**config.mk**
```make
export PLATFORM = sky130hd
export DESIGN_NAME = cdcr_top
export DESIGN_NICKNAME = d
export VERILOG_FILES = /design/src/design/cdcr_pkg.sv /design/src/design/cdcr_sock_if.sv /design/src/design/cdcr_socket_reg.sv /design/src/design/cdcr_top.sv
export SDC_FILE = /design/constraint.sdc
export NUM_CORES = 1
export LEC_CHECK = 0
export ABC_AREA = 0
export BUFFER_PORTS_ARGS = -buffer_cell sky130_fd_sc_hd__clkbuf_2
export CORE_AREA = 4 4 55 82
export CTS_CLUSTER_DIAMETER = 200
export DETAILED_ROUTE_END_ITERATION = 8
export DIE_AREA = 0 0 59 86
export PLACE_DENSITY = 0.81
export SYNTH_ARGS = -nofsm -noshare
export SYNTH_HDL_FRONTEND = slang
export SYNTH_SLANG_ARGS = --single-unit
```
**constraint.sdc**
```tcl
create_clock -name CLOCK -period 1.8 [get_ports CLOCK]
set_clock_uncertainty 0.1 [all_clocks]
set_input_delay 0.09 -clock CLOCK [delete_from_list [all_inputs] [get_ports CLOCK]]
set_output_delay 0.09 -clock CLOCK [all_outputs]
set_load 0.03 [all_outputs]
```
**src/design/cdcr_pkg.sv**
```systemverilog
// constants and types shared by the card and device control register bank
package cdcr_pkg;

    // register offsets in each socket function's configuration space
    localparam logic [7:0] CARD_CTRL_OFFSET   = 8'h91;
    localparam logic [7:0] DEVICE_CTRL_OFFSET = 8'h92;

    // values after reset
    localparam logic [7:0] CARD_CTRL_RESET    = 8'h00;
    localparam logic [7:0] DEVICE_CTRL_RESET  = 8'h66;

    // card control field positions
    localparam int CC_RING_EN_BIT   = 7;
    localparam int CC_VIDEO_EN_BIT  = 6;
    localparam int CC_SPARE_BIT     = 5;
    localparam int CC_AUDIO_RTE_BIT = 2;
    localparam int CC_SPK_EN_BIT    = 1;
    localparam int CC_IRQ_FLAG_BIT  = 0;

    // device control field positions
    localparam int DC_PWR_LOCK_BIT  = 7;
    localparam int DC_LV_CAP_BIT    = 6;
    localparam int DC_DIAG_BIT      = 5;
    localparam int DC_RSVD_BIT      = 4;
    localparam int DC_TEST_BIT      = 3;
    localparam int DC_IRQ_MODE_HI   = 2;
    localparam int DC_IRQ_MODE_LO   = 1;
    localparam int DC_NAND_BIT      = 0;

    // writable masks: reserved bits never store a value
    localparam logic [7:0] CARD_CTRL_WMASK    = 8'he7;
    localparam logic [7:0] DEVICE_CTRL_WMASK  = 8'hef;

    // number of pins taken through the pin input synchroniser
    localparam int SYNC_PINS = 6;

    // interrupt signalling modes
    typedef enum logic [1:0] {
        IRQ_PARALLEL_ONLY = 2'h0,
        IRQ_MODE_RSVD     = 2'h1,
        IRQ_SERIAL_INTAB  = 2'h2,
        IRQ_SERIAL_ALL    = 2'h3
    } cdcr_irq_mode_type;

endpackage : cdcr_pkg

```
**src/design/cdcr_sock_if.sv**
```systemverilog
// link between the register front end and one socket's card control register
`timescale 1ns/1ps
interface cdcr_sock_if;
    logic       wr_en;      // write to card control via this socket's function
    logic [7:0] wdata;
    logic       irq_evt;    // one-cycle pulse: functional interrupt seen
    logic [7:0] rdata;      // stored socket bits, shared bits absent
    logic       video_en;
    logic       audio_rte;
    logic       spk_en;
    logic       irq_flag;

    modport ctl  (output wr_en, output wdata, output irq_evt,
                  input rdata, input video_en, input audio_rte, input spk_en, input irq_flag);
    modport sock (input wr_en, input wdata, input irq_evt,
                  output rdata, output video_en, output audio_rte, output spk_en, output irq_flag);
endinterface : cdcr_sock_if

```
**src/design/cdcr_socket_reg.sv**
```systemverilog
// per-socket card control register bits
`timescale 1ns/1ps
module cdcr_socket_reg (
    // clock and reset
    input  wire logic   CLOCK,
    input  wire logic   RSTN,
    // register link
    cdcr_sock_if.sock   bus
);

    logic [7:0] ctrl_reg;
    logic [7:0] ctrl_next;
    logic       flag_next;

    // flag: set wins over a write-one clear, writing zero keeps it
    assign flag_next = bus.irq_evt
                     | (ctrl_reg[cdcr_pkg::CC_IRQ_FLAG_BIT]
                        & ~(bus.wr_en & bus.wdata[cdcr_pkg::CC_IRQ_FLAG_BIT]));

    // plain read/write bits take the write, reserved and shared bits stay zero here
    always_comb begin
        ctrl_next = ctrl_reg;
        if (bus.wr_en) begin
            ctrl_next = bus.wdata & cdcr_pkg::CARD_CTRL_WMASK;
        end
        ctrl_next[cdcr_pkg::CC_RING_EN_BIT]  = 1'b0;
        ctrl_next[cdcr_pkg::CC_IRQ_FLAG_BIT] = flag_next;
    end

    // stored bits
    always_ff @(posedge CLOCK) begin
        if (!RSTN) begin
            ctrl_reg <= cdcr_pkg::CARD_CTRL_RESET;
        end else begin
            ctrl_reg <= ctrl_next;
        end
    end

    // field outputs
    assign bus.rdata     = ctrl_reg;
    assign bus.video_en  = ctrl_reg[cdcr_pkg::CC_VIDEO_EN_BIT];
    assign bus.audio_rte = ctrl_reg[cdcr_pkg::CC_AUDIO_RTE_BIT];
    assign bus.spk_en    = ctrl_reg[cdcr_pkg::CC_SPK_EN_BIT];
    assign bus.irq_flag  = ctrl_reg[cdcr_pkg::CC_IRQ_FLAG_BIT];

endmodule : cdcr_socket_reg

```
**src/design/cdcr_top.sv**
```systemverilog
// card control and device control registers of a dual-socket card controller
//
// Function
// - Video enable bit 6 maps to socket A via function 0, socket B via 1.
// - Video enable set tri-states that socket's video pins; never starts driving them.
// - Bit 7 ring-indicate output enable is one shared bit, written through function 0, read through both.
// - Bit 2 at 0 routes card audio to the multipurpose pin; socket A wins.
// - Bit 1 forwards card speaker to host speaker; both sockets combined by XOR.
// - Host speaker output drives only while either function's speaker enable is set.
// - Bit 0 per-socket flag set by card functional interrupt, cleared by writing 1.
// - Card control at 91h resets to 00h; bits 4 to 3 read zero.
// - Device control bit 7 blocks socket power-down while in the D3 state.
// - Device control bit 6 forces reported low-voltage capability; resets to 1, shared.
// - Bits 2 to 1 choose interrupt signalling mode; reset value is 11.
// - Device control bit 4 reads zero; writes to it are ignored.
// - Software writes only 0 to bit 3; set, it shortens the interrogation counter.
// - Device control bit 0 enables the input and bidirectional pin diagnostic chain.
// - Device control at 92h in both functions, resets to 66h, shared.
// - Device control bit 5 is a read/write diagnostic bit resetting to 1.
`timescale 1ns/1ps
module cdcr_top (
    // clock and reset
    input  wire logic        CLOCK,
    input  wire logic        RSTN,
    // configuration access from the host
    input  wire logic        CFG_FUNC,
    input  wire logic [7:0]  CFG_ADDR,
    input  wire logic        CFG_WR,
    input  wire logic        CFG_RD,
    input  wire logic [7:0]  CFG_WDATA,
    output logic      [7:0]  CFG_RDATA,
    // socket pins, asynchronous
    input  wire logic        CARD_IRQ_A,
    input  wire logic        CARD_IRQ_B,
    input  wire logic        CARD_SPEAKER_IN_A,
    input  wire logic        CARD_SPEAKER_IN_B,
    input  wire logic        CARD_AUDIO_IN_A,
    input  wire logic        CARD_AUDIO_IN_B,
    // socket status outputs
    output logic             CARD_FUNC_IRQ_FLAG_A,
    output logic             CARD_FUNC_IRQ_FLAG_B,
    output logic             ZOOMED_VIDEO_HIZ_A,
    output logic             ZOOMED_VIDEO_HIZ_B,
    // audio and speaker outputs
    output logic             HOST_SPEAKER_OUT,
    output logic             HOST_SPEAKER_OE,
    output logic             CARD_AUDIO_PWM_OUT,
    output logic             CARD_AUDIO_PWM_OE,
    output logic             RING_OUT_ENABLE,
    // power management
    input  wire logic        D3_STATE,
    input  wire logic        SOCKET_PWRDOWN_REQ,
    output logic             SOCKET_PWRDOWN_GRANT,
    // shared device settings
    output logic             LOW_VOLT_CAPABLE_FORCE,
    output logic             DIAG_CTRL_BIT,
    output logic             TEST_SHORT_COUNT,
    output logic [1:0]       IRQ_SIGNAL_SELECT,
    output logic             NAND_TREE_EN
);

    // socket register links
    cdcr_sock_if sock_a ();
    cdcr_sock_if sock_b ();

    // pin synchroniser, three stages; a level counts once stages two and three agree
    logic [cdcr_pkg::SYNC_PINS-1:0] pin_raw;
    logic [cdcr_pkg::SYNC_PINS-1:0] sync1_reg;
    logic [cdcr_pkg::SYNC_PINS-1:0] sync2_reg;
    logic [cdcr_pkg::SYNC_PINS-1:0] sync3_reg;
    logic [cdcr_pkg::SYNC_PINS-1:0] pin_reg;
    logic [cdcr_pkg::SYNC_PINS-1:0] pin_next;
    logic [cdcr_pkg::SYNC_PINS-1:0] pin_agree;

    // shared register state
    logic       ring_en_reg;
    logic       ring_en_next;
    logic [7:0] dev_reg;
    logic [7:0] dev_next;

    // decoded access strobes
    wire        hit_card   = (CFG_ADDR == cdcr_pkg::CARD_CTRL_OFFSET);
    wire        hit_dev    = (CFG_ADDR == cdcr_pkg::DEVICE_CTRL_OFFSET);
    wire        wr_card_a  = CFG_WR & hit_card & ~CFG_FUNC;
    wire        wr_card_b  = CFG_WR & hit_card & CFG_FUNC;
    wire        wr_dev     = CFG_WR & hit_dev;

    // filtered pin levels and derived events
    wire        irq_lvl_a  = pin_reg[0];
    wire        irq_lvl_b  = pin_reg[1];
    wire        spk_a      = pin_reg[2];
    wire        spk_b      = pin_reg[3];
    wire        aud_a      = pin_reg[4];
    wire        aud_b      = pin_reg[5];
    wire        irq_rise_a = pin_next[0] & ~pin_reg[0];
    wire        irq_rise_b = pin_next[1] & ~pin_reg[1];

    // read data select
    logic [7:0] card_view;
    logic [7:0] rdata_next;
    logic       spk_next;
    logic       spk_oe_next;
    logic       aud_next;
    logic       aud_oe_next;
    logic       grant_next;

    assign pin_raw   = {CARD_AUDIO_IN_B, CARD_AUDIO_IN_A, CARD_SPEAKER_IN_B,
                        CARD_SPEAKER_IN_A, CARD_IRQ_B, CARD_IRQ_A};
    assign pin_agree = ~(sync2_reg ^ sync3_reg);
    // only bits whose last two stages agree move the filtered level
    assign pin_next  = (pin_agree & sync3_reg) | (~pin_agree & pin_reg);

    // synchroniser chain; first stage feeds only the second
    always_ff @(posedge CLOCK) begin
        if (!RSTN) begin
            sync1_reg <= '0;
            sync2_reg <= '0;
            sync3_reg <= '0;
            pin_reg   <= '0;
        end else begin
            sync1_reg <= pin_raw;
            sync2_reg <= sync1_reg;
            sync3_reg <= sync2_reg;
            pin_reg   <= pin_next;
        end
    end

    // socket register links: function 0 reaches socket A, function 1 socket B
    assign sock_a.wr_en   = wr_card_a;
    assign sock_a.wdata   = CFG_WDATA;
    assign sock_a.irq_evt = irq_rise_a;
    assign sock_b.wr_en   = wr_card_b;
    assign sock_b.wdata   = CFG_WDATA;
    assign sock_b.irq_evt = irq_rise_b;

    cdcr_socket_reg u_sock_a (
        .CLOCK (CLOCK),
        .RSTN  (RSTN),
        .bus   (sock_a.sock)
    );

    cdcr_socket_reg u_sock_b (
        .CLOCK (CLOCK),
        .RSTN  (RSTN),
        .bus   (sock_b.sock)
    );

    // shared ring enable: a function 1 write leaves it alone so the two views cannot fight
    assign ring_en_next = wr_card_a ? CFG_WDATA[cdcr_pkg::CC_RING_EN_BIT] : ring_en_reg;

    // device control: one copy for both functions, bit 4 never stored
    assign dev_next = wr_dev ? (CFG_WDATA & cdcr_pkg::DEVICE_CTRL_WMASK) : dev_reg;

    // shared registers
    always_ff @(posedge CLOCK) begin
        if (!RSTN) begin
            ring_en_reg <= 1'b0;
            dev_reg     <= cdcr_pkg::DEVICE_CTRL_RESET;
        end else begin
            ring_en_reg <= ring_en_next;
            dev_reg     <= dev_next;
        end
    end

    // card control view of the addressed function; bits 4 to 3 come back zero
    always_comb begin
        card_view = CFG_FUNC ? sock_b.rdata : sock_a.rdata;
        card_view[cdcr_pkg::CC_RING_EN_BIT] = ring_en_reg;
        card_view = card_view & cdcr_pkg::CARD_CTRL_WMASK;
    end

    // read mux, unmapped offsets read zero
    always_comb begin
        if (hit_card) begin
            rdata_next = card_view;
        end else if (hit_dev) begin
            rdata_next = dev_reg & cdcr_pkg::DEVICE_CTRL_WMASK;
        end else begin
            rdata_next = 8'h00;
        end
    end

    // speaker: exclusive-or of enabled sockets, driven while either enable is set
    assign spk_next    = (spk_a & sock_a.spk_en) ^ (spk_b & sock_b.spk_en);
    assign spk_oe_next = sock_a.spk_en | sock_b.spk_en;

    // audio route: a zero selects routing, socket A takes the pin when both ask
    always_comb begin
        aud_next    = 1'b0;
        aud_oe_next = 1'b1;
        if (!sock_a.audio_rte) begin
            aud_next = aud_a;
        end else if (!sock_b.audio_rte) begin
            aud_next = aud_b;
        end else begin
            aud_oe_next = 1'b0;
        end
    end

    // power-down allowed unless locked while in D3
    assign grant_next = SOCKET_PWRDOWN_REQ
                      & ~(dev_reg[cdcr_pkg::DC_PWR_LOCK_BIT] & D3_STATE);

    // registered outputs
    always_ff @(posedge CLOCK) begin
        if (!RSTN) begin
            CFG_RDATA            <= 8'h00;
            HOST_SPEAKER_OUT     <= 1'b0;
            HOST_SPEAKER_OE      <= 1'b0;
            CARD_AUDIO_PWM_OUT   <= 1'b0;
            CARD_AUDIO_PWM_OE    <= 1'b0;
            SOCKET_PWRDOWN_GRANT <= 1'b0;
        end else begin
            if (CFG_RD) begin
                CFG_RDATA <= rdata_next;
            end
            HOST_SPEAKER_OUT     <= spk_next & spk_oe_next;
            HOST_SPEAKER_OE      <= spk_oe_next;
            CARD_AUDIO_PWM_OUT   <= aud_next;
            CARD_AUDIO_PWM_OE    <= aud_oe_next;
            SOCKET_PWRDOWN_GRANT <= grant_next;
        end
    end

    // straight register fields; video enable only ever removes drive, never adds it
    assign CARD_FUNC_IRQ_FLAG_A   = sock_a.irq_flag;
    assign CARD_FUNC_IRQ_FLAG_B   = sock_b.irq_flag;
    assign ZOOMED_VIDEO_HIZ_A     = sock_a.video_en;
    assign ZOOMED_VIDEO_HIZ_B     = sock_b.video_en;
    assign RING_OUT_ENABLE        = ring_en_reg;
    assign LOW_VOLT_CAPABLE_FORCE = dev_reg[cdcr_pkg::DC_LV_CAP_BIT];
    assign DIAG_CTRL_BIT          = dev_reg[cdcr_pkg::DC_DIAG_BIT];
    assign TEST_SHORT_COUNT       = dev_reg[cdcr_pkg::DC_TEST_BIT];
    assign IRQ_SIGNAL_SELECT      = dev_reg[cdcr_pkg::DC_IRQ_MODE_HI:cdcr_pkg::DC_IRQ_MODE_LO];
    assign NAND_TREE_EN           = dev_reg[cdcr_pkg::DC_NAND_BIT];

    // unused filtered levels of the interrupt pins are consumed by an exclusive-or here
    logic unused_lvl;
    assign unused_lvl = irq_lvl_a ^ irq_lvl_b;

endmodule : cdcr_top

```
==> results.md, run 1 <==
- Result of the run: finished, final reports clean
- Count of buffer and inverter cells on the critical path: 2
- Number of distinct library cells after synthesis: 34
- Worst setup startpoint: CFG_RD
- Required time reported for the critical path endpoint: 1.94 ns
- Count of nets after finishing: 301
- Buffer type at the clock tree root: sky130_fd_sc_hd__clkbuf_8
- Number of routed nets with antenna violations: 0
- TritonCTS Sinks: 54
- Floorplan die width: 59 µm
- Antenna Cells: 0
- Final core utilization: 67.8%
- Post-route clock period utilization: 70.3%
- Post-detail-place hpwl: 3150 µm
- Initial detailed-routing violation count: 26
- Area contributors post-synth: sky130_fd_sc_hd__dfxtp_1 (52%), sky130_fd_sc_hd__mux2i_1 (6.3%), sky130_fd_sc_hd__nand2_1 (6.0%), sky130_fd_sc_hd__and2_1 (5.8%), sky130_fd_sc_hd__o21ai_0 (3.2%)
- Reported max-cap violation count: 0
- Count of flip-flops with a built-in enable after synthesis: 0
- Category of cells accounting for the largest share of critical-path delay: buffers and inverters
- Final setup viols: 0
- Largest vdd supply drop: 943 µV
- Instance area after placement: 2340 µm²
- Final Max Slew Viols: 0
- Insertion delay to the later sink of the worst-skew pair: 0.30 ns
- Slowest stage delay, CP: 0.53 ns
- Syn. warnings: 0
- Number of placement rows: 28
- Layout fillers: 323
- Number of global-route vias before repair: 1691
- Buffers from clock root to sink, at most: 2
- Crit path to: CFG_RDATA[2]
- Die extent in y: 86 µm
- Clock-pin transition on the worst setup and hold timing paths: 0.09 ns
- Critical Path Stages: 5
- Crit end category: flop
- Post-Syn Area: 2060 µm²
- Setup repair after global routing missed its margin: false
- Gate Count Post-Synth: 207
- Number of vias after detailed routing: 1643
- CTS tree: yes
- All-Layer GR Usage: 18.6%
- CTS H-Tree Depth: 2
- #FFs+latches synth: 54
- Critical path cell sequence: dlygate4sd3_1, clkbuf_2, nor2b_1, nand3_1, o21ai_0
- DRC violations left: 0
- Number of cells traversed by the worst register-to-register path: 2
- R2r setup slk: 0.63 ns
- Category of the worst setup path launch point: input pin
- Sequential element share of the synthesized area: 52.5%
- Detailed-route wire length per cell: 13.4 µm
- Area share of the leading cell type in the synthesized netlist: 52.5%
- Worst-path fanout max: 5
- Layout Area Growth over Synthesis: 26.8%
- RD Place Congestion: 0.807
- Ys async rst share: 0%
- Internal power summed over all cells: 1.71 mW
- Pin count of the biggest net entering global routing: 23
- Clock network fraction of total power: 36.7%
- Final total negative setup slack: 0 ns
- Relative contribution of sequential cells to total power: 56.2%
- Switch Pwr: 467 µW
- Ratio of routed vias to standard cells: 5.17
- Switching fraction of total power: 21.5%
- Wire length of the first global-routing pass: 7190 µm
- Type of the most critical hold path: input pin to flop
- Area of the die: 5070 µm²
- Placeable core region: 3850 µm²
- Avg Synthesized Cell Area: 9.96 µm²
- Pwr Density: 831 nW/µm²
- Min Tclk post-route: 1.26 ns
- Top FF cell, synth: sky130_fd_sc_hd__dfxtp_1
- Final non-filler cell area: 2610 µm²
- Worst path arrival time: 1.40 ns
- Total detailed-routing wirelength: 4250 µm
- Dominant cell type by area after synthesis: sky130_fd_sc_hd__dfxtp_1
- Number of buffers inserted to repair setup after CTS: 0
- Maximum clock frequency: 791 MHz
- Top post-synthesis cells by count: sky130_fd_sc_hd__dfxtp_1 (54), sky130_fd_sc_hd__nand2_1 (33), sky130_fd_sc_hd__and2_1 (19)
- Worst Setup Path Type: input pin to flop
- Count of input and output buffers: 50
- Aggregate global routing overflow: 0
- Critical register-to-register path endpoint: SOCKET_PWRDOWN_GRANT
- Overall power of the completed layout: 2.17 mW
- Number of nets in the synthesized netlist: 236
- Clock buffer count from CTS: 5
- Initial core utilization: 53.5%
- Number of antenna violations at the first check in global routing: 0
- CP max stage cell: sky130_fd_sc_hd__dlygate4sd3_1
- Num ports: 53
- Share of cells above drive strength 1: 27.8%
- Final Hold Fails: 0
- Static power due to leakage: 1.15 nW
- Detailed-router iteration count before antenna repair: 6
- Cell with the most instances after synthesis: sky130_fd_sc_hd__dfxtp_1
- Combinational cell fraction of total power: 7.1%
- Launch instance of the worst register-to-register path: dev_reg[7]
==> power groups by stage <==
stage / combinational (mW) / sequential [mW] / clock, mW
2_1_floorplan: 0.0635 / 1.25 / 0
3_3_place_gp: 0.123 / 1.25 / 0
3_5_place_dp: 0.125 / 1.25 / 0
4_1_cts: 0.153 / 1.22 / 0.823
5_1_grt: 0.170 / 1.22 / 0.867
6_report: 0.154 / 1.22 / 0.797
==> layout by cell type, fill, tap and decap left out, types with 2 or more instances in the layout <==
cell                            count
sky130_fd_sc_hd__and3b_2            2
sky130_fd_sc_hd__o211ai_1           4
sky130_fd_sc_hd__dfxtp_1           54
sky130_fd_sc_hd__and2_1            19
sky130_fd_sc_hd__mux2i_1           13
sky130_fd_sc_hd__a31oi_1            2
sky130_fd_sc_hd__a21boi_0           8
sky130_fd_sc_hd__o21ai_0           13
sky130_fd_sc_hd__clkbuf_8           5
sky130_fd_sc_hd__mux2_2             5
sky130_fd_sc_hd__nand4_1            5
sky130_fd_sc_hd__nand2b_1           2
sky130_fd_sc_hd__inv_1              4
sky130_fd_sc_hd__clkinvlp_4         2
sky130_fd_sc_hd__nor2_1             2
sky130_fd_sc_hd__buf_4              7
sky130_fd_sc_hd__nor2b_1            5
sky130_fd_sc_hd__nand2_1           33
sky130_fd_sc_hd__and3b_1            3
sky130_fd_sc_hd__a22oi_1            5
sky130_fd_sc_hd__dlygate4sd3_1     16
sky130_fd_sc_hd__clkbuf_2          50
==> how the worst min path moves through the flow <==
stage / start / endpoint / cells after the start
finish: CFG_ADDR[5] / CFG_RDATA[3] / 4
global route: CFG_ADDR[5] / CFG_RDATA[3] / 4
CTS: CFG_ADDR[5] / CFG_RDATA[3] / 4
detailed placement: D3_STATE / SOCKET_PWRDOWN_GRANT / 2
global placement: D3_STATE / SOCKET_PWRDOWN_GRANT / 2
floorplan: D3_STATE / SOCKET_PWRDOWN_GRANT / 1
==> layout make-up <==
| type | count | area [µm²] | share of cell area, % |
|---|---|---|---|
| Clock buffer | 5 | 68.8 | 2.63 |
| Clock inverter | 3 | 45.0 | 1.72 |
| Inverter | 4 | 15.0 | 0.574 |
| Multi-Input combinational cell | 134 | 885 | 33.8 |
| Sequential cell | 54 | 1080 | 41.4 |
| Tap cell | 45 | 56.3 | 2.15 |
| Timing Repair Buffer | 73 | 463 | 17.7 |
==> metal layers <==
metal  global-route usage (%)  share of wire (%)  up-vias
met2                     33.4                 54       43
met3                     4.52                3.9       17
met4                     12.0                4.2        0
met5                        0                  0        -
li1                         -                  -      832
met1                     18.1                 38      751
==> stage by stage <==
step	instances	hold WS [ns]	worst slack (ns)
after floorplan	207	0.0811	0.607
after global placement	294	0.167	0.441
after detailed placement	294	0.174	0.361
after CTS	318	0.0316	0.541
after global routing	318	0.0651	0.385
final	318	0.0397	0.535
==> logic make-up after synthesis <==
logic type,synth area share (%)
buffers and inverters,4.61
muxes,9.05
and+or+nand+nor,21.9
DFF,52.5
xor gates and xnor gates,0.425
other,0.182
AOI/OAI and AO/OA,11.4
==> worst min-delay path: stages <==
cell and delay (ns):
sky130_fd_sc_hd__clkbuf_2 0.09, sky130_fd_sc_hd__nor2b_1 0.07, sky130_fd_sc_hd__nand4_1 0.09, sky130_fd_sc_hd__a21boi_1 0.06
==> timing repair <==
action / 4_1_cts / 5_1_grt
endpoints found under the hold margin: 26 / 0
gates resized for setup: 0 / 0
hold buffers: 16 / 0
Power figures use the tool's default switching activity.
==> run 2, diff against run 1 <==
--- a/config.mk
+++ b/config.mk
@@ -7,11 +7,11 @@
 export LEC_CHECK = 0
 export ABC_AREA = 0
 export BUFFER_PORTS_ARGS = -buffer_cell sky130_fd_sc_hd__clkbuf_2
-export CORE_AREA = 4 4 55 82
+export CORE_AREA = 4 4 60 89
 export CTS_CLUSTER_DIAMETER = 200
 export DETAILED_ROUTE_END_ITERATION = 8
-export DIE_AREA = 0 0 59 86
-export PLACE_DENSITY = 0.81
+export DIE_AREA = 0 0 64 93
+export PLACE_DENSITY = 0.72
 export SYNTH_ARGS = -nofsm -noshare
 export SYNTH_HDL_FRONTEND = slang
 export SYNTH_SLANG_ARGS = --single-unit
==> constraint.sdc (replaced) <==
create_clock -name CLOCK -period 1.15 [get_ports CLOCK]
set_clock_uncertainty 0.1 [all_clocks]
set_input_delay 0.0575 -clock CLOCK [delete_from_list [all_inputs] [get_ports CLOCK]]
set_output_delay 0.0575 -clock CLOCK [all_outputs]
set_load 0.03 [all_outputs]
==> results.md, run 2 (same netlist as run 1, synthesis figures left out) <==
- Final Max Slew Viols: 0 (unchanged)
- Final setup viols: 0 (unchanged)
- Number of antenna violations at the first check in global routing: 0 (unchanged)
- Layout Area Growth over Synthesis: 29.8% (was 26.8%)
- Area of the die: 5950 µm² (was 5070 µm²)
- Worst path arrival time: 0.96 ns (was 1.40 ns)
- Aggregate global routing overflow: 0 (unchanged)
- Type of the most critical hold path: input pin to flop (unchanged)
- Most common cell after layout, fill and taps aside: sky130_fd_sc_hd__dfxtp_1 (unchanged)
- Largest vdd supply drop: 902 µV (was 943 µV)
- Top library cells by usage in the layout, fill and taps aside: sky130_fd_sc_hd__dfxtp_1 (54), sky130_fd_sc_hd__clkbuf_2 (50), sky130_fd_sc_hd__nand2_1 (33) (unchanged)
- Insertion delay to the later sink of the worst-skew pair: 0.30 ns (about the same)
- Floorplan die width: 64 µm (was 59 µm)
- Buffer type at the clock tree root: sky130_fd_sc_hd__clkbuf_8 (unchanged)
- Post-route clock period utilization: 97.1%
- TritonCTS Sinks: 54 (unchanged)
- Overall power of the completed layout: 3.12 mW (was 2.17 mW)
- CP max stage cell: sky130_fd_sc_hd__dfxtp_1 (was sky130_fd_sc_hd__dlygate4sd3_1)
- Maximum clock frequency: 896 MHz
- Final Hold Fails: 0 (unchanged)
- Worst Setup Path Type: flop to output pin (was input pin to flop)
- Category of the worst setup path launch point: flop (was input pin)
- Reported max-cap violation count: 0 (unchanged)
- Initial detailed-routing violation count: 40 (was 26)
- Initial core utilization: 45.4% (was 53.5%)
- DRC violations left: 0 (unchanged)
- CTS H-Tree Depth: 2 (unchanged)
- Pin count of the biggest net entering global routing: 16 (was 23)
- Number of routed nets with antenna violations: 0 (unchanged)
- Count of input and output buffers: 50 (unchanged)
- Number of placement rows: 30 (was 28)
- Post-Place Worst Slack: -0.107 ns (was 0.361 ns)
- Detailed-route wire length per cell: 12.1 µm (was 13.4 µm)
- Final non-filler cell area: 2680 µm² (was 2610 µm²)
- Slowest stage delay, CP: 0.35 ns (was 0.53 ns)
- Die extent in y: 93 µm (was 86 µm)
- Crit end category: output pin (was flop)
- Detailed-router iteration count before antenna repair: 4 (was 6)
- Share of cells above drive strength 1: 30.2% (was 27.8%)
- Total detailed-routing wirelength: 4180 µm (was 4250 µm)
- Static power due to leakage: 1.19 nW (was 1.15 nW)
- Result of the run: finished, final reports clean (unchanged)
- Placeable core region: 4540 µm² (was 3850 µm²)
- Clock buffer count from CTS: 5 (unchanged)
- Count of nets after finishing: 310 (was 301)
- Setup repair after global routing missed its margin: false (unchanged)
- RD Place Congestion: 0.793 (was 0.807)
- Instance area after placement: 2430 µm² (was 2340 µm²)
- Final core utilization: 58.9% (was 67.8%)
- Number of global-route vias before repair: 1670 (was 1691)
- Number of vias after detailed routing: 1662 (was 1643)
- Required time reported for the critical path endpoint: 0.99 ns (was 1.94 ns)
- Wire length of the first global-routing pass: 7270 µm (was 7190 µm)
- Post-detail-place hpwl: 3240 µm (was 3150 µm)
- All-Layer GR Usage: 15.5% (was 18.6%)
- Worst-case setup margin in the final layout: 0.0338 ns (was 0.535 ns)
- Worst-path fanout max: 2 (was 5)
- Min Tclk post-route: 1.12 ns
- CTS tree: yes (unchanged)
- Ratio of routed vias to standard cells: 4.82 (was 5.17)
- Final total negative setup slack: 0 ns (unchanged)
- Buffers from clock root to sink, at most: 2 (unchanged)
- Antenna Cells: 0 (unchanged)
- Clock-pin transition on the worst setup and hold timing paths: 0.09 ns (about the same)
- Critical path cell sequence: buf_4, clkbuf_2 (was dlygate4sd3_1, clkbuf_2, nor2b_1, nand3_1, o21ai_0)
- Pwr Density: 1170 nW/µm² (was 831 nW/µm²)
- Num ports: 53 (unchanged)
-- run 2: changes by cell type in the layout (fill, tap and decap cells not counted), sizes merged --
cell      change
bufinv        -1
buf           +9
clkinv        +2
clkinvlp      -2
-- run 2: layout make-up --
type / instances / area [µm²]
flip-flops and latches: 54 / 1080
inverters: 4 / 15.0
multi-input cells: 134 / 890
well taps: 64 / 80.1
clock inverters: 2 / 10.0
fillers: 434 / 1870
repair buffers: 82 / 531
clock buffers: 5 / 68.8
-- run 2: through the flow --
stage | hold WS (ns) | std cells
floorplan | 0.0486 | 207
global placement | 0.137 | 322
detailed placement | 0.139 | 322
CTS | -0.000158 | 345
global route | 0.0322 | 345
finish | 0.00949 | 345
-- run 2: power breakdown --
group          internal (mW)  switching [mW]  leakage, nW
Combinational          0.132           0.117        0.709
Clock                  0.410           0.555       0.0438
Sequential              1.90          0.0115        0.439
-- run 2: worst paths after layout --
check                   startpoint  slack (ns)            endpoint  cells after the start
max          u_sock_a.bus.rdata[6]        0.03  ZOOMED_VIDEO_HIZ_A                      2
min                    CFG_ADDR[5]       0.009        CFG_RDATA[7]                      4
min reg2reg           sync1_reg[1]        0.34        sync2_reg[1]                      1
max reg2reg  u_sock_a.bus.rdata[2]        0.09        CFG_RDATA[2]                      3
-- run 2: repair_timing --
item                                    CTS  global route
hold buffers                             16             0
hold endpoints to repair                 27             0
gates resized for setup                   0             1
endpoints found under the setup margin    0             1
setup buffers                             0             0
-- run 2: layer usage --
metal | routed length (µm) | share of wire [%] | vias up | GRT usage (%)
met4 | 124 | 3.0 | 0 | 8.11
li1 | - | - | 844 | -
met5 | 0 | 0 | - | 0
met3 | 196 | 4.7 | 12 | 3.61
met1 | 1660 | 40 | 760 | 16.9
met2 | 2190 | 53 | 46 | 27.4
-- run 2: worst max-delay path: cells and delay by family (launching register included) --
family / cells / cell delay (ns)
buffers and inverters: 2 / 0.31
DFF: 1 / 0.35
==> run 3, diff against run 2 <==
--- a/config.mk
+++ b/config.mk
@@ -7,11 +7,11 @@
 export LEC_CHECK = 0
 export ABC_AREA = 0
 export BUFFER_PORTS_ARGS = -buffer_cell sky130_fd_sc_hd__clkbuf_2
-export CORE_AREA = 4 4 60 89
+export CORE_AREA = 4 4 72 74
 export CTS_CLUSTER_DIAMETER = 200
 export DETAILED_ROUTE_END_ITERATION = 8
-export DIE_AREA = 0 0 64 93
-export PLACE_DENSITY = 0.72
+export DIE_AREA = 0 0 76 78
+export PLACE_DENSITY = 0.73
 export SYNTH_ARGS = -nofsm -noshare
 export SYNTH_HDL_FRONTEND = slang
 export SYNTH_SLANG_ARGS = --single-unit
==> results.md, run 3 (same netlist as run 1, synthesis figures left out) <==
- Setup repair after global routing missed its margin: false (unchanged)
- Die extent in y: 78 µm (was 93 µm)
- Wire length of the first global-routing pass: 7460 µm (was 7270 µm)
- Detailed-router iteration count before antenna repair: 4 (unchanged)
- Category of the worst setup path launch point: flop (unchanged)
- Post-Place Worst Slack: -0.0711 ns (was -0.107 ns)
- Worst hold margin: -0.0115 ns (was 0.00949 ns)
- Final Max Slew Viols: 0 (unchanged)
- Initial detailed-routing violation count: 114 (was 40)
- Layout fillers: 396 (was 434)
- Initial core utilization: 44.8% (was 45.4%)
- Worst path arrival time: 1.20 ns (was 0.96 ns)
- Worst Setup Path Type: flop to flop (was flop to output pin)
- Failing checks: negative hold slack
- Required time reported for the critical path endpoint: 1.25 ns (was 0.99 ns)
- Clock buffer count from CTS: 5 (unchanged)
- Worst-path fanout max: 3 (was 2)
- Post-route clock period utilization: 95.8% (was 97.1%)
- Number of global-route vias before repair: 1656 (was 1670)
- Number of vias after detailed routing: 1646 (was 1662)
- CTS tree: yes (unchanged)
- Launch instance of the worst register-to-register path: u_sock_b.bus.rdata[0] (was u_sock_a.bus.rdata[2])
- Clock-pin transition on the worst setup and hold timing paths: 0.09 ns (about the same)
- Critical register-to-register path endpoint: CFG_RDATA[0] (was CFG_RDATA[2])
- Number of routed nets with antenna violations: 0 (unchanged)
- Antenna Cells: 0 (unchanged)
- Detailed-route wire length per cell: 12.4 µm (was 12.1 µm)
- DRC violations left: 0 (unchanged)
- Static power due to leakage: 1.20 nW (was 1.19 nW)
- Share of cells above drive strength 1: 29.8% (was 30.2%)
- Crit end category: flop (was output pin)
- Worst Min Path Start: RSTN (was CFG_ADDR[5])
- Placeable core region: 4600 µm² (was 4540 µm²)
- Count of input and output buffers: 50 (unchanged)
- Num ports: 53 (unchanged)
- Aggregate global routing overflow: 0 (unchanged)
- Top library cells by usage in the layout, fill and taps aside: sky130_fd_sc_hd__dfxtp_1 (54), sky130_fd_sc_hd__clkbuf_2 (49), sky130_fd_sc_hd__nand2_1 (33) (was sky130_fd_sc_hd__dfxtp_1 (54), sky130_fd_sc_hd__clkbuf_2 (50), sky130_fd_sc_hd__nand2_1 (33))
- Type of the most critical hold path: input pin to flop (unchanged)
- Layout Area Growth over Synthesis: 29.9% (was 29.8%)
- Number of antenna violations at the first check in global routing: 0 (unchanged)
- Result of the run: finished, violations left (was finished, final reports clean)
- Slowest stage delay, CP: 0.34 ns (was 0.35 ns)
- Worst-case setup margin in the final layout: 0.0486 ns (was 0.0338 ns)
- All-Layer GR Usage: 15.2% (was 15.5%)
- Pwr Density: 1200 nW/µm² (was 1170 nW/µm²)
- Largest vdd supply drop: 696 µV (was 902 µV)
- Number of placement rows: 25 (was 30)
- Final setup viols: 0 (unchanged)
- Critical path cell sequence: mux2_2, a22oi_1, o21ai_0 (was buf_4, clkbuf_2)
- Maximum clock frequency: 908 MHz (was 896 MHz)
- Area of the die: 5930 µm² (was 5950 µm²)
- Count of nets after finishing: 310 (unchanged)
- Final total negative setup slack: 0 ns (unchanged)
- Ratio of routed vias to standard cells: 4.90 (was 4.82)
- Min Tclk post-route: 1.10 ns (was 1.12 ns)
- Number of buffers inserted to repair setup after CTS: 0 (unchanged)
- Number of cells traversed by the worst register-to-register path: 3 (unchanged)
- Hold Crit Endpoint: dev_reg[1] (was CFG_RDATA[7])
- Post-detail-place hpwl: 3130 µm (was 3240 µm)
- Total detailed-routing wirelength: 4170 µm (was 4180 µm)
- Hold path cells: 2 (was 4)
- Pin count of the biggest net entering global routing: 22 (was 16)
- RD Place Congestion: 0.756 (was 0.793)
- Insertion delay to the later sink of the worst-skew pair: 0.30 ns (about the same)
- CTS H-Tree Depth: 2 (unchanged)
- Final Hold Fails: 1 (was 0)
- Most common cell after layout, fill and taps aside: sky130_fd_sc_hd__dfxtp_1 (unchanged)
- R2r setup slk: 0.05 ns (was 0.09 ns)
- TritonCTS Sinks: 54 (unchanged)
- Reported max-cap violation count: 0 (unchanged)
- Buffers from clock root to sink, at most: 2 (unchanged)
- CP max stage cell: sky130_fd_sc_hd__dfxtp_1 (unchanged)
- Buffer type at the clock tree root: sky130_fd_sc_hd__clkbuf_8 (unchanged)
- Floorplan die width: 76 µm (was 64 µm)
[run 3: report_power, final]
part	switching, mW	internal [mW]
clock	0.573	0.487
sequential	0.0119	1.90
combinational	0.116	0.133
total	0.701	2.52
[run 3: area by class of cell]
cell class | count | area [µm²] | share of cell area (%)
Sequential cell | 54 | 1080 | 40.4
Inverter | 4 | 15.0 | 0.561
Timing Repair Buffer | 82 | 536 | 20.0
Multi-Input combinational cell | 134 | 887 | 33.1
Clock inverter | 1 | 5.00 | 0.187
Clock buffer | 7 | 86.3 | 3.22
Tap cell | 54 | 67.6 | 2.52
[run 3: worst max path at each step]
stage | startpoint | end | slack [ns] | cells after the start
2_1_floorplan | CFG_ADDR[1] | u_sock_a.bus.rdata[5] | -0.01 | 4
3_3_place_gp | CFG_ADDR[1] | u_sock_b.bus.rdata[2] | -0.06 | 5
3_5_place_dp | CFG_ADDR[1] | u_sock_b.bus.rdata[5] | -0.07 | 5
4_1_cts | RING_OUT_ENABLE | RING_OUT_ENABLE | 0.03 | 2
5_1_grt | u_sock_a.bus.rdata[2] | CFG_RDATA[2] | 0.004 | 3
6_report | u_sock_b.bus.rdata[0] | CFG_RDATA[0] | 0.05 | 3
[run 3: what timing repair did]
action,CTS,global route
resized for setup,0,3
setup endpoints to repair,0,2
hold buffers,17,0
endpoints found under the hold margin,27,0
[run 3: critical path: cells and delay by family, from the launching register on]
kind	cells	cell delay, ns
mux	1	0.27
flops	1	0.34
compound gates	2	0.28
[run 3: layer usage]
| layer | track usage, % | share of wire, % |
|---|---|---|
| met4 | 6.76 | 1.8 |
| met3 | 4.76 | 4.7 |
| met2 | 23.0 | 47 |
| met1 | 19.7 | 47 |
| met5 | 0 | 0 |
[run 3: metrics by stage]
stage | hold WS, ns | std cells | area, µm² | power, mW | util [%]
finish | -0.0115 | 336 | 2680 | 3.22 | 58.2
floorplan | 0.0486 | 207 | 2060 | 2.06 | -
detailed placement | 0.141 | 311 | 2410 | 2.16 | 52.4
CTS | 0.000703 | 336 | 2670 | 3.26 | 58.1
global placement | 0.139 | 311 | 2410 | 2.16 | 52.4
global route | 0.000493 | 336 | 2680 | 3.36 | 58.2
